==> src/rats_cfg.svh <==
// Offsets, field positions, reset values and timing counts of the register bank
`ifndef RATS_CFG_SVH
`define RATS_CFG_SVH
`define RATS_OFF_CTRL     8'h00
`define RATS_OFF_SC       8'h04
`define RATS_OFF_STAT     8'h08
`define RATS_OFF_RC       8'h0c
`define RATS_OFF_W1C      8'h10
`define RATS_OFF_W0C      8'h14
`define RATS_OFF_WO       8'h18
`define RATS_OFF_IRQ_STAT 8'h1c
`define RATS_OFF_IRQ_CLR  8'h20
`define RATS_OFF_IRQ_EN   8'h24
`define RATS_CTRL_W       16
`define RATS_CTRL_RST     16'h0000
`define RATS_WO_RST       32'h0000_0000
`define RATS_LH_LSB       8
`define RATS_IRQ_W        6
`define RATS_IRQ_EN_RST   6'h00
`define RATS_IRQ_RC       0
`define RATS_IRQ_W1C      1
`define RATS_IRQ_W0C      2
`define RATS_IRQ_LL       3
`define RATS_IRQ_LH       4
`define RATS_IRQ_SC       5
`define RATS_RESP_OKAY    2'h0
`define RATS_RESP_SLVERR  2'h2
`define RATS_CLK_MHZ      200
`define RATS_SC_HOLD_NS   40
`define RATS_SC_HOLD_CYC  ((`RATS_SC_HOLD_NS * `RATS_CLK_MHZ + 999) / 1000)
`endif

==> src/rats_pkg.sv <==
// Types shared by the register bank
package rats_pkg;
	typedef enum logic [10:0] {
		rats_sel_none     = 11'h001,
		rats_sel_ctrl     = 11'h002,
		rats_sel_sc       = 11'h004,
		rats_sel_stat     = 11'h008,
		rats_sel_rc       = 11'h010,
		rats_sel_w1c      = 11'h020,
		rats_sel_w0c      = 11'h040,
		rats_sel_wo       = 11'h080,
		rats_sel_irq_stat = 11'h100,
		rats_sel_irq_clr  = 11'h200,
		rats_sel_irq_en   = 11'h400
	} rats_sel_t;
	typedef logic [31:0] rats_word_t;
endpackage

==> src/rats_regbank.sv <==
// Register bank showing each bit access type behind an AXI4-Lite slave
//
// Local design decisions: the AXI4-Lite register port and the address map.
`timescale 1ns/1ps
`include "rats_cfg.svh"

// Overview of operation
// Read-only bits return their value; writes leave them unchanged.
// Read-to-clear bits clear on a read; writes do not change them.
// Write-only bits accept writes; their read data is meaningless.
// Write-one-to-clear bits clear where a one is written; zero does nothing.
// Write-zero-to-clear bits clear where a zero is written; one does nothing.
// Latch-low bit that drops stays low until read, whatever the condition.
// Reading a latch-low bit releases it to follow the live condition.
// Latch-high bit that rises stays high until read, whatever the condition.
// Reading a latch-high bit releases it to follow the live condition.
// Self-clearing bit set by writing one returns to zero; zero ignored; readable.
// Software writes zeros into reserved fields; t_regs writes 16'h1234 into the reserved upper CTRL bits.
// Reserved bits may read as anything; host must not depend on them.
// Whole register space is reachable through the host management access path.
// PHY registers reachable over the management serial interface.
// Active-low hardware reset resets the bank; high allows operation.
// Host does not access reserved addresses; t_regs reads unmapped 8'h30 to check the slave error.
// A hardware set in the same cycle as a clear wins.
// Reset returns all bits to reset values and releases all latches.
module rats_regbank
	import rats_pkg::*;
#(
	parameter int EW = 8
) (
	input  wire logic                   aclk,
	input  wire logic                   aresetn,
	input  wire logic [7:0]             s_axi_awaddr,
	input  wire logic                   s_axi_awvalid,
	output logic                        s_axi_awready,
	input  wire logic [31:0]            s_axi_wdata,
	input  wire logic [3:0]             s_axi_wstrb,
	input  wire logic                   s_axi_wvalid,
	output logic                        s_axi_wready,
	output logic [1:0]                  s_axi_bresp,
	output logic                        s_axi_bvalid,
	input  wire logic                   s_axi_bready,
	input  wire logic [7:0]             s_axi_araddr,
	input  wire logic                   s_axi_arvalid,
	output logic                        s_axi_arready,
	output logic [31:0]                 s_axi_rdata,
	output logic [1:0]                  s_axi_rresp,
	output logic                        s_axi_rvalid,
	input  wire logic                   s_axi_rready,
	input  wire logic [EW-1:0]          latch_low_cond,
	input  wire logic [EW-1:0]          latch_high_cond,
	input  wire logic [EW-1:0]          rc_event,
	input  wire logic [EW-1:0]          w1c_event,
	input  wire logic [EW-1:0]          w0c_event,
	output logic [`RATS_CTRL_W-1:0]     ctrl_out,
	output logic [31:0]                 wo_out,
	output logic [EW-1:0]               self_clearing_out,
	output logic                        irq
);
	// Word decode shared by the read and write paths
	function automatic rats_sel_t decode(input logic [7:0] a);
		logic [7:0] w;
		w = {a[7:2], 2'h0};
		if (w == `RATS_OFF_CTRL)          decode = rats_sel_ctrl;
		else if (w == `RATS_OFF_SC)       decode = rats_sel_sc;
		else if (w == `RATS_OFF_STAT)     decode = rats_sel_stat;
		else if (w == `RATS_OFF_RC)       decode = rats_sel_rc;
		else if (w == `RATS_OFF_W1C)      decode = rats_sel_w1c;
		else if (w == `RATS_OFF_W0C)      decode = rats_sel_w0c;
		else if (w == `RATS_OFF_WO)       decode = rats_sel_wo;
		else if (w == `RATS_OFF_IRQ_STAT) decode = rats_sel_irq_stat;
		else if (w == `RATS_OFF_IRQ_CLR)  decode = rats_sel_irq_clr;
		else if (w == `RATS_OFF_IRQ_EN)   decode = rats_sel_irq_en;
		else                              decode = rats_sel_none;
	endfunction

	// Byte strobes widened to a bit mask
	function automatic rats_word_t strb_mask(input logic [3:0] s);
		strb_mask = {{8{s[3]}}, {8{s[2]}}, {8{s[1]}}, {8{s[0]}}};
	endfunction

	logic [7:0]                awaddr_r;
	logic [31:0]               wdata_r;
	logic [3:0]                wstrb_r;
	logic                      aw_held_r;
	logic                      w_held_r;
	logic [7:0]                araddr_r;
	logic                      ar_pend_r;
	logic                      do_wr;
	logic                      do_rd;
	rats_sel_t                 wsel;
	rats_sel_t                 rsel;
	rats_word_t                wmask;
	rats_word_t                wr_one;
	rats_word_t                wr_zero;
	rats_word_t                rdata_nxt;
	logic [EW-1:0]             ll_s1_r;
	logic [EW-1:0]             ll_s2_r;
	logic [EW-1:0]             lh_s1_r;
	logic [EW-1:0]             lh_s2_r;
	logic [EW-1:0]             ll_latch_r;
	logic [EW-1:0]             lh_r;
	logic [EW-1:0]             rc_r;
	logic [EW-1:0]             w1c_r;
	logic [EW-1:0]             w0c_r;
	logic [EW-1:0]             sc_set;
	logic [7:0]                sc_cnt_r;
	logic                      sc_done;
	logic [`RATS_IRQ_W-1:0]    irq_stat_r;
	logic [`RATS_IRQ_W-1:0]    irq_en_r;
	logic [`RATS_IRQ_W-1:0]    irq_ev;
	logic                      rd_stat;
	logic                      rd_rc;

	// Single management access point; serial and in-band bridges master this bus
	assign do_wr   = aw_held_r & w_held_r & ~s_axi_bvalid;
	assign do_rd   = ar_pend_r & ~s_axi_rvalid;
	assign wsel    = decode(awaddr_r);
	assign rsel    = decode(araddr_r);
	assign wmask   = strb_mask(wstrb_r) & {32{do_wr}};
	assign wr_one  = wdata_r & wmask;
	assign wr_zero = ~wdata_r & wmask;
	assign rd_stat = do_rd & (rsel == rats_sel_stat);
	assign rd_rc   = do_rd & (rsel == rats_sel_rc);

	// Write address channel: hold one address until the response is taken
	always_ff @(posedge aclk) begin
		if (!aresetn) begin
			s_axi_awready <= 1'b1;
			aw_held_r     <= 1'b0;
			awaddr_r      <= 8'h00;
		end else if (s_axi_awvalid && s_axi_awready) begin
			s_axi_awready <= 1'b0;
			aw_held_r     <= 1'b1;
			awaddr_r      <= s_axi_awaddr;
		end else if (s_axi_bvalid && s_axi_bready) begin
			s_axi_awready <= 1'b1;
			aw_held_r     <= 1'b0;
		end
	end

	// Write data channel, independent of the address channel
	always_ff @(posedge aclk) begin
		if (!aresetn) begin
			s_axi_wready <= 1'b1;
			w_held_r     <= 1'b0;
			wdata_r      <= 32'h0000_0000;
			wstrb_r      <= 4'h0;
		end else if (s_axi_wvalid && s_axi_wready) begin
			s_axi_wready <= 1'b0;
			w_held_r     <= 1'b1;
			wdata_r      <= s_axi_wdata;
			wstrb_r      <= s_axi_wstrb;
		end else if (s_axi_bvalid && s_axi_bready) begin
			s_axi_wready <= 1'b1;
			w_held_r     <= 1'b0;
		end
	end

	// Write response; unmapped addresses answer with a slave error
	always_ff @(posedge aclk) begin
		if (!aresetn) begin
			s_axi_bvalid <= 1'b0;
			s_axi_bresp  <= `RATS_RESP_OKAY;
		end else if (do_wr) begin
			s_axi_bvalid <= 1'b1;
			s_axi_bresp  <= (wsel == rats_sel_none) ? `RATS_RESP_SLVERR : `RATS_RESP_OKAY;
		end else if (s_axi_bready) begin
			s_axi_bvalid <= 1'b0;
		end
	end

	// Read address channel
	always_ff @(posedge aclk) begin
		if (!aresetn) begin
			s_axi_arready <= 1'b1;
			ar_pend_r     <= 1'b0;
			araddr_r      <= 8'h00;
		end else if (s_axi_arvalid && s_axi_arready) begin
			s_axi_arready <= 1'b0;
			ar_pend_r     <= 1'b1;
			araddr_r      <= s_axi_araddr;
		end else begin
			if (do_rd)
				ar_pend_r <= 1'b0;
			if (s_axi_rvalid && s_axi_rready)
				s_axi_arready <= 1'b1;
		end
	end

	// Read data mux; reserved and write-only bits read as zero
	always_comb begin
		rdata_nxt = 32'h0000_0000;
		if (rsel == rats_sel_ctrl)
			rdata_nxt[`RATS_CTRL_W-1:0] = ctrl_out;
		else if (rsel == rats_sel_sc)
			rdata_nxt[EW-1:0] = self_clearing_out;
		else if (rsel == rats_sel_stat) begin
			rdata_nxt[EW-1:0] = ~ll_latch_r;
			rdata_nxt[`RATS_LH_LSB +: EW] = lh_r;
		end else if (rsel == rats_sel_rc)
			rdata_nxt[EW-1:0] = rc_r;
		else if (rsel == rats_sel_w1c)
			rdata_nxt[EW-1:0] = w1c_r;
		else if (rsel == rats_sel_w0c)
			rdata_nxt[EW-1:0] = w0c_r;
		else if (rsel == rats_sel_irq_stat)
			rdata_nxt[`RATS_IRQ_W-1:0] = irq_stat_r;
		else if (rsel == rats_sel_irq_en)
			rdata_nxt[`RATS_IRQ_W-1:0] = irq_en_r;
	end

	// Read response
	always_ff @(posedge aclk) begin
		if (!aresetn) begin
			s_axi_rvalid <= 1'b0;
			s_axi_rdata  <= 32'h0000_0000;
			s_axi_rresp  <= `RATS_RESP_OKAY;
		end else if (do_rd) begin
			s_axi_rvalid <= 1'b1;
			s_axi_rdata  <= rdata_nxt;
			s_axi_rresp  <= (rsel == rats_sel_none) ? `RATS_RESP_SLVERR : `RATS_RESP_OKAY;
		end else if (s_axi_rready) begin
			s_axi_rvalid <= 1'b0;
		end
	end

	// Control and write-only registers, byte lanes honoured, reserved bits dropped
	always_ff @(posedge aclk) begin
		if (!aresetn) begin
			ctrl_out <= `RATS_CTRL_RST;
			wo_out   <= `RATS_WO_RST;
		end else begin
			if (wsel == rats_sel_ctrl)
				ctrl_out <= (ctrl_out & ~wmask[`RATS_CTRL_W-1:0]) |
					wr_one[`RATS_CTRL_W-1:0];
			if (wsel == rats_sel_wo)
				wo_out <= (wo_out & ~wmask) | wr_one;
		end
	end

	// Condition inputs come from outside: two-stage synchronisers
	always_ff @(posedge aclk) begin
		if (!aresetn) begin
			ll_s1_r <= '1;
			ll_s2_r <= '1;
			lh_s1_r <= '0;
			lh_s2_r <= '0;
		end else begin
			ll_s1_r <= latch_low_cond;
			ll_s2_r <= ll_s1_r;
			lh_s1_r <= latch_high_cond;
			lh_s2_r <= lh_s1_r;
		end
	end

	// Latch-low and latch-high status; a new drop or rise beats a releasing read
	always_ff @(posedge aclk) begin
		if (!aresetn) begin
			ll_latch_r <= '0;
			lh_r       <= '0;
		end else begin
			ll_latch_r <= ~ll_s2_r | (ll_latch_r & ~{EW{rd_stat}});
			lh_r       <= lh_s2_r | (lh_r & ~{EW{rd_stat}});
		end
	end

	// Read-to-clear, write-one-to-clear and write-zero-to-clear event bits
	always_ff @(posedge aclk) begin
		if (!aresetn) begin
			rc_r  <= '0;
			w1c_r <= '0;
			w0c_r <= '0;
		end else begin
			rc_r <= rc_event | (rc_r & ~{EW{rd_rc}});
			if (wsel == rats_sel_w1c)
				w1c_r <= w1c_event | (w1c_r & ~wr_one[EW-1:0]);
			else
				w1c_r <= w1c_event | w1c_r;
			if (wsel == rats_sel_w0c)
				w0c_r <= w0c_event | (w0c_r & ~wr_zero[EW-1:0]);
			else
				w0c_r <= w0c_event | w0c_r;
		end
	end

	// Self-clearing command bits held for a fixed time, then cleared
	assign sc_set  = (wsel == rats_sel_sc) ? wr_one[EW-1:0] : '0;
	assign sc_done = (|self_clearing_out) && (sc_cnt_r == 8'h00) && !(|sc_set);

	always_ff @(posedge aclk) begin
		if (!aresetn) begin
			self_clearing_out <= '0;
			sc_cnt_r          <= 8'h00;
		end else if (|sc_set) begin
			self_clearing_out <= self_clearing_out | sc_set;
			sc_cnt_r          <= 8'(`RATS_SC_HOLD_CYC - 1);
		end else if (sc_done) begin
			self_clearing_out <= '0;
		end else if (|self_clearing_out) begin
			sc_cnt_r <= sc_cnt_r - 8'h01;
		end
	end

	// Interrupt events, sticky status, write-one clear and enable
	always_comb begin
		irq_ev                = '0;
		irq_ev[`RATS_IRQ_RC]  = |rc_event;
		irq_ev[`RATS_IRQ_W1C] = |w1c_event;
		irq_ev[`RATS_IRQ_W0C] = |w0c_event;
		irq_ev[`RATS_IRQ_LL]  = |(~ll_s2_r & ~ll_latch_r);
		irq_ev[`RATS_IRQ_LH]  = |(lh_s2_r & ~lh_r);
		irq_ev[`RATS_IRQ_SC]  = sc_done;
	end

	always_ff @(posedge aclk) begin
		if (!aresetn) begin
			irq_stat_r <= '0;
			irq_en_r   <= `RATS_IRQ_EN_RST;
			irq        <= 1'b0;
		end else begin
			if (wsel == rats_sel_irq_clr)
				irq_stat_r <= irq_ev | (irq_stat_r & ~wr_one[`RATS_IRQ_W-1:0]);
			else
				irq_stat_r <= irq_ev | irq_stat_r;
			if (wsel == rats_sel_irq_en)
				irq_en_r <= (irq_en_r & ~wmask[`RATS_IRQ_W-1:0]) |
					wr_one[`RATS_IRQ_W-1:0];
			irq <= |(irq_stat_r & irq_en_r);
		end
	end
endmodule // rats_regbank

==> config.mk <==
export PLATFORM = sky130hd
export DESIGN_NAME = rats_regbank
export DESIGN_NICKNAME = d
export VERILOG_FILES = /design/src/rats_pkg.sv /design/src/rats_regbank.sv
export VERILOG_INCLUDE_DIRS = /design/src
export SDC_FILE = /design/constraint.sdc
export NUM_CORES = 1
export LEC_CHECK = 0
export ABC_AREA = 1
export BUFFER_PORTS_ARGS = -buffer_cell sky130_fd_sc_hd__buf_2
export CAP_MARGIN = 25
export CORE_MARGIN = 3
export CORE_UTILIZATION = 53
export DETAILED_ROUTE_END_ITERATION = 12
export HOLD_SLACK_MARGIN = 0.12
export PLACE_DENSITY_LB_ADDON = 0.25
export RECOVER_POWER = 50
export SETUP_SLACK_MARGIN = 0.15
export SKIP_CTS_REPAIR_TIMING = 1
export SKIP_LAST_GASP = 1
export SYNTH_ARGS = -nofsm -noshare
export SYNTH_HDL_FRONTEND = slang
export SYNTH_SLANG_ARGS = --single-unit
==> constraint.sdc <==
create_clock -name aclk -period 2 [get_ports aclk]
set_input_delay 0.4 -clock aclk [delete_from_list [all_inputs] [get_ports aclk]]
set_output_delay 0.4 -clock aclk [all_outputs]
set_load 0.005 [all_outputs]
==> summary.md <==
| Metric | Value |
|---|---|
| Relative slew slack | 32.5% |
| Residual DRC | 0 |
| First-pass GRT wire length | 34.7 mm |
| CP peak stage delay | 0.66 ns |
| DRT Pass-1 Iters | 5 |
| Vias in the first global route | 7136 |
| EDFF count, synth | 0 |
| Hold_ws | 0.138 ns |
| Worst slack at placement | 0.146 ns |
| Max-cap check violation count | 0 |
| Crit path max fanout | 48 |
| Final Core Density | 66.3% |
| Layout Cells excl Fill | 1530 |
| Setup violators final | 0 |
| Fraction of the mapped netlist area in compound gates | 17.9% |
| Clk Latency, worst-skew pair | 0.50 ns |
| Clock Sinks | 223 |
| Asr flop ratio synth | 0% |
| Total length of routed wires | 22.0 mm |
| Worst-path cell chain | nand2_1 -> buf_2 -> o21ai_0 -> a21oi_1 |
| Synth warn | 0 |
| Fin. max-slew vios | 0 |
| GPL Wtd Cong | 0.905 |
| Antenna Nets Post-Route | 0 |
| Hold crit path type | in2reg |
| Clock skew | 0.00671 ns |
| Fill count | 1456 |
| Slew at the pin with the worst max-slew slack | 1.01 ns |
| Post-Synth Adder-Cell Area | 0.143% |
| Unique masters post-synth | 40 |
| Clk slew on worst S/H paths | 0.06 ns |
| Port Buffers | 174 |
| Syn_area_per_cell | 7.82 um^2 |
| Status | completed |
| Simple-gate share of the synthesized area | 20.7% |
| I/O pin total | 197 |
| Antenna diodes | 0 |
| Clock buffer depth | 3 |
| Die Height | 134 um |
| Cell Area, Synth | 0.00872 mm^2 |
| Final cycle utilization of the critical path | 88.8% |
| First DRT Iteration DRCs | 480 |
| Largest family of logic cells by synthesized area | simple AND/OR/NAND/NOR gates |
| Share of cells above drive strength 1 | 19.3% |
| Post-synthesis sequential area ratio | 51.2% |
| Fmax achieved | 563 MHz |
| CP endpoint kind | flip-flop |
| Total negative setup slack | 0 ns |
| Final hold violations | 0 |
| Startpoint Class | flip-flop |
| Drt via density | 5.11 |
| RSZ-0062 raised after global routing | yes |
| Post-DP HPWL | 15.5 mm |
| Top_reg_cell synth | dfxtp_1 |
| Post-synthesis mux area share | 0% |
| Slowest CP cell | buf_2 |
| Initial antenna violation count | 1 |
| Post-DR wirelength/cell | 14.4 um |
| Starting Density | 54.5% |
| Die footprint | 0.0180 mm^2 |
| CTS tree | yes |
| Area growth, synth to finish | 21.6% |
| Synth Area in XOR/XNOR | 0.703% |
| Worst Path Arrival | 2.20 ns |
| Die width | 134 um |
| Total GRT Usage | 23.3% |
| Core area | 0.0160 mm^2 |
| Cts bufs inserted | 23 |
| Rows | 46 |
| WS Path Type | reg2reg |
| Crit path time final | 1.78 ns |
| Cell Pwr Density | 927 mW/mm^2 |
| Overflow after GRT | 0 |
| DR vias | 7821 |
| H-tree lvl count | 1 |
| Crit path required time | 2.42 ns |
| Post-Synthesis Cells | 1115 |
| Peak supply drop | 0.000675 V |
| Final worst setup slack | 0.225 ns |
| Leak Pwr | 4.76 nW |
| Placed Instances | 1471 |
| Final net count | 1399 |
| Clock root buffer | clkbuf_16 |
| Largest net degree at the start of global routing | 108 |
| Yosys reg bits | 223 |
-- where the power goes --
group | internal (mW) | switching (mW) | total (mW)
logic | 0.336 | 0.527 | 0.863
registers | 4.66 | 0.132 | 4.79
clock network | 2.49 | 1.69 | 4.18
-- routing by layer --
metal / GRT usage, % / up-vias / part of all wire [%]
met1: 30.4 / 3553 / 44
met5: 0 / - / 0.059
li1: - / 3965 / -
met3: 5.18 / 36 / 7.8
met2: 39.0 / 265 / 46
met4: 6.79 / 2 / 1.9
-- worst max-delay path: cells and delay by family (launching register included) --
| kind | cells | cell delay (ns) |
|---|---|---|
| buffers and inverters | 1 | 0.66 |
| DFF | 1 | 0.35 |
| AOI/OAI and AO/OA | 2 | 0.37 |
| and+or+nand+nor | 1 | 0.30 |
-- cells in the final DEF (no fill, tap or decap), types with 7 or more instances in the layout --
| cell | Yosys | layout |
|---|---|---|
| clkbuf_1 | 38 | 36 |
| nand4_1 | 7 | 7 |
| nand2_1 | 151 | 149 |
| clkbuf_8 | 0 | 7 |
| o31ai_1 | 10 | 10 |
| nor2_4 | 7 | 7 |
| dlygate4sd3_1 | 0 | 16 |
| nor3_1 | 8 | 8 |
| o211ai_1 | 10 | 10 |
| or2_2 | 23 | 23 |
| nor2_2 | 3 | 7 |
| buf_4 | 20 | 9 |
| nor2_1 | 151 | 147 |
| a21oi_1 | 130 | 130 |
| o22ai_1 | 8 | 8 |
| nor4_1 | 8 | 8 |
| inv_1 | 120 | 120 |
| nand3_1 | 36 | 36 |
| buf_2 | 4 | 143 |
| dfxtp_1 | 223 | 223 |
| o21ai_0 | 111 | 110 |
| clkbuf_16 | 0 | 23 |
| conb_1 | 1 | 18 |
| a211oi_1 | 8 | 8 |
-- synth_stat cells, types with 2 or more instances --
library cell | count | area (um^2)
nand4_1 | 7 | 43.8
o211ai_1 | 10 | 75.1
xor2_1 | 6 | 52.6
a21oi_2 | 2 | 17.5
nand2_1 | 151 | 567
nor2_2 | 3 | 18.8
nor2_4 | 7 | 78.8
inv_1 | 120 | 450
o21ai_0 | 111 | 556
nand3_1 | 36 | 180
o31ai_1 | 10 | 75.1
nand3_4 | 2 | 35.0
clkbuf_1 | 38 | 143
a21oi_1 | 130 | 651
buf_2 | 4 | 20.0
nor3_1 | 8 | 40.0
a211oi_2 | 2 | 25.0
nor2_1 | 151 | 567
o22ai_1 | 8 | 50.1
inv_2 | 6 | 22.5
buf_4 | 20 | 150
a211oi_1 | 8 | 60.1
or2_2 | 23 | 144
nor4_1 | 8 | 50.1
a31oi_1 | 4 | 25.0
nand2_2 | 3 | 18.8
buf_6 | 2 | 22.5
dfxtp_1 | 223 | 4460
-- cell type report --
class,count,area [um^2],area share [%]
clock buffer,34,687,6.48
clock inverter,6,55.1,0.519
inverter,127,477,4.50
multi-input combinational,718,3520,33.2
sequential,223,4460,42.1
tap,216,270,2.55
timing repair buffer,206,1130,10.6
-- cell families after synthesis --
logic type	count (synthesis)
simple gates	404
compound gates	288
flops	223
buf+inv	191
xor+xnor	7
fa+ha+maj	1
other cells	1
-- stage by stage --
step / area (um^2) / total power, mW
after global placement: 9750 / 5.71
after CTS: 10500 / 9.89
after floorplan: 8780 / 5.43
final: 10600 / 9.84
after global routing: 10600 / 10.2
after detailed placement: 9750 / 5.73
-- worst paths after layout --
| kind | startpoint | to | slack, ns | cells after the start |
|---|---|---|---|---|
| worst max-delay path | s_axi_wready$_SDFFE_PN1P_ | wdata_r[2]$_SDFFE_PN0P_ | 0.22 | 4 |
| worst min-delay path | rc_event[1] | rc_r[1]$_SDFF_PN0_ | 0.14 | 3 |
| worst max register to register | s_axi_wready$_SDFFE_PN1P_ | wdata_r[2]$_SDFFE_PN0P_ | 0.22 | 4 |
| worst min register to register | lh_s1_r[4]$_SDFF_PN0_ | lh_s2_r[4]$_SDFF_PN0_ | 0.41 | 2 |
No activity file was read; power rests on OpenSTA's default activity.
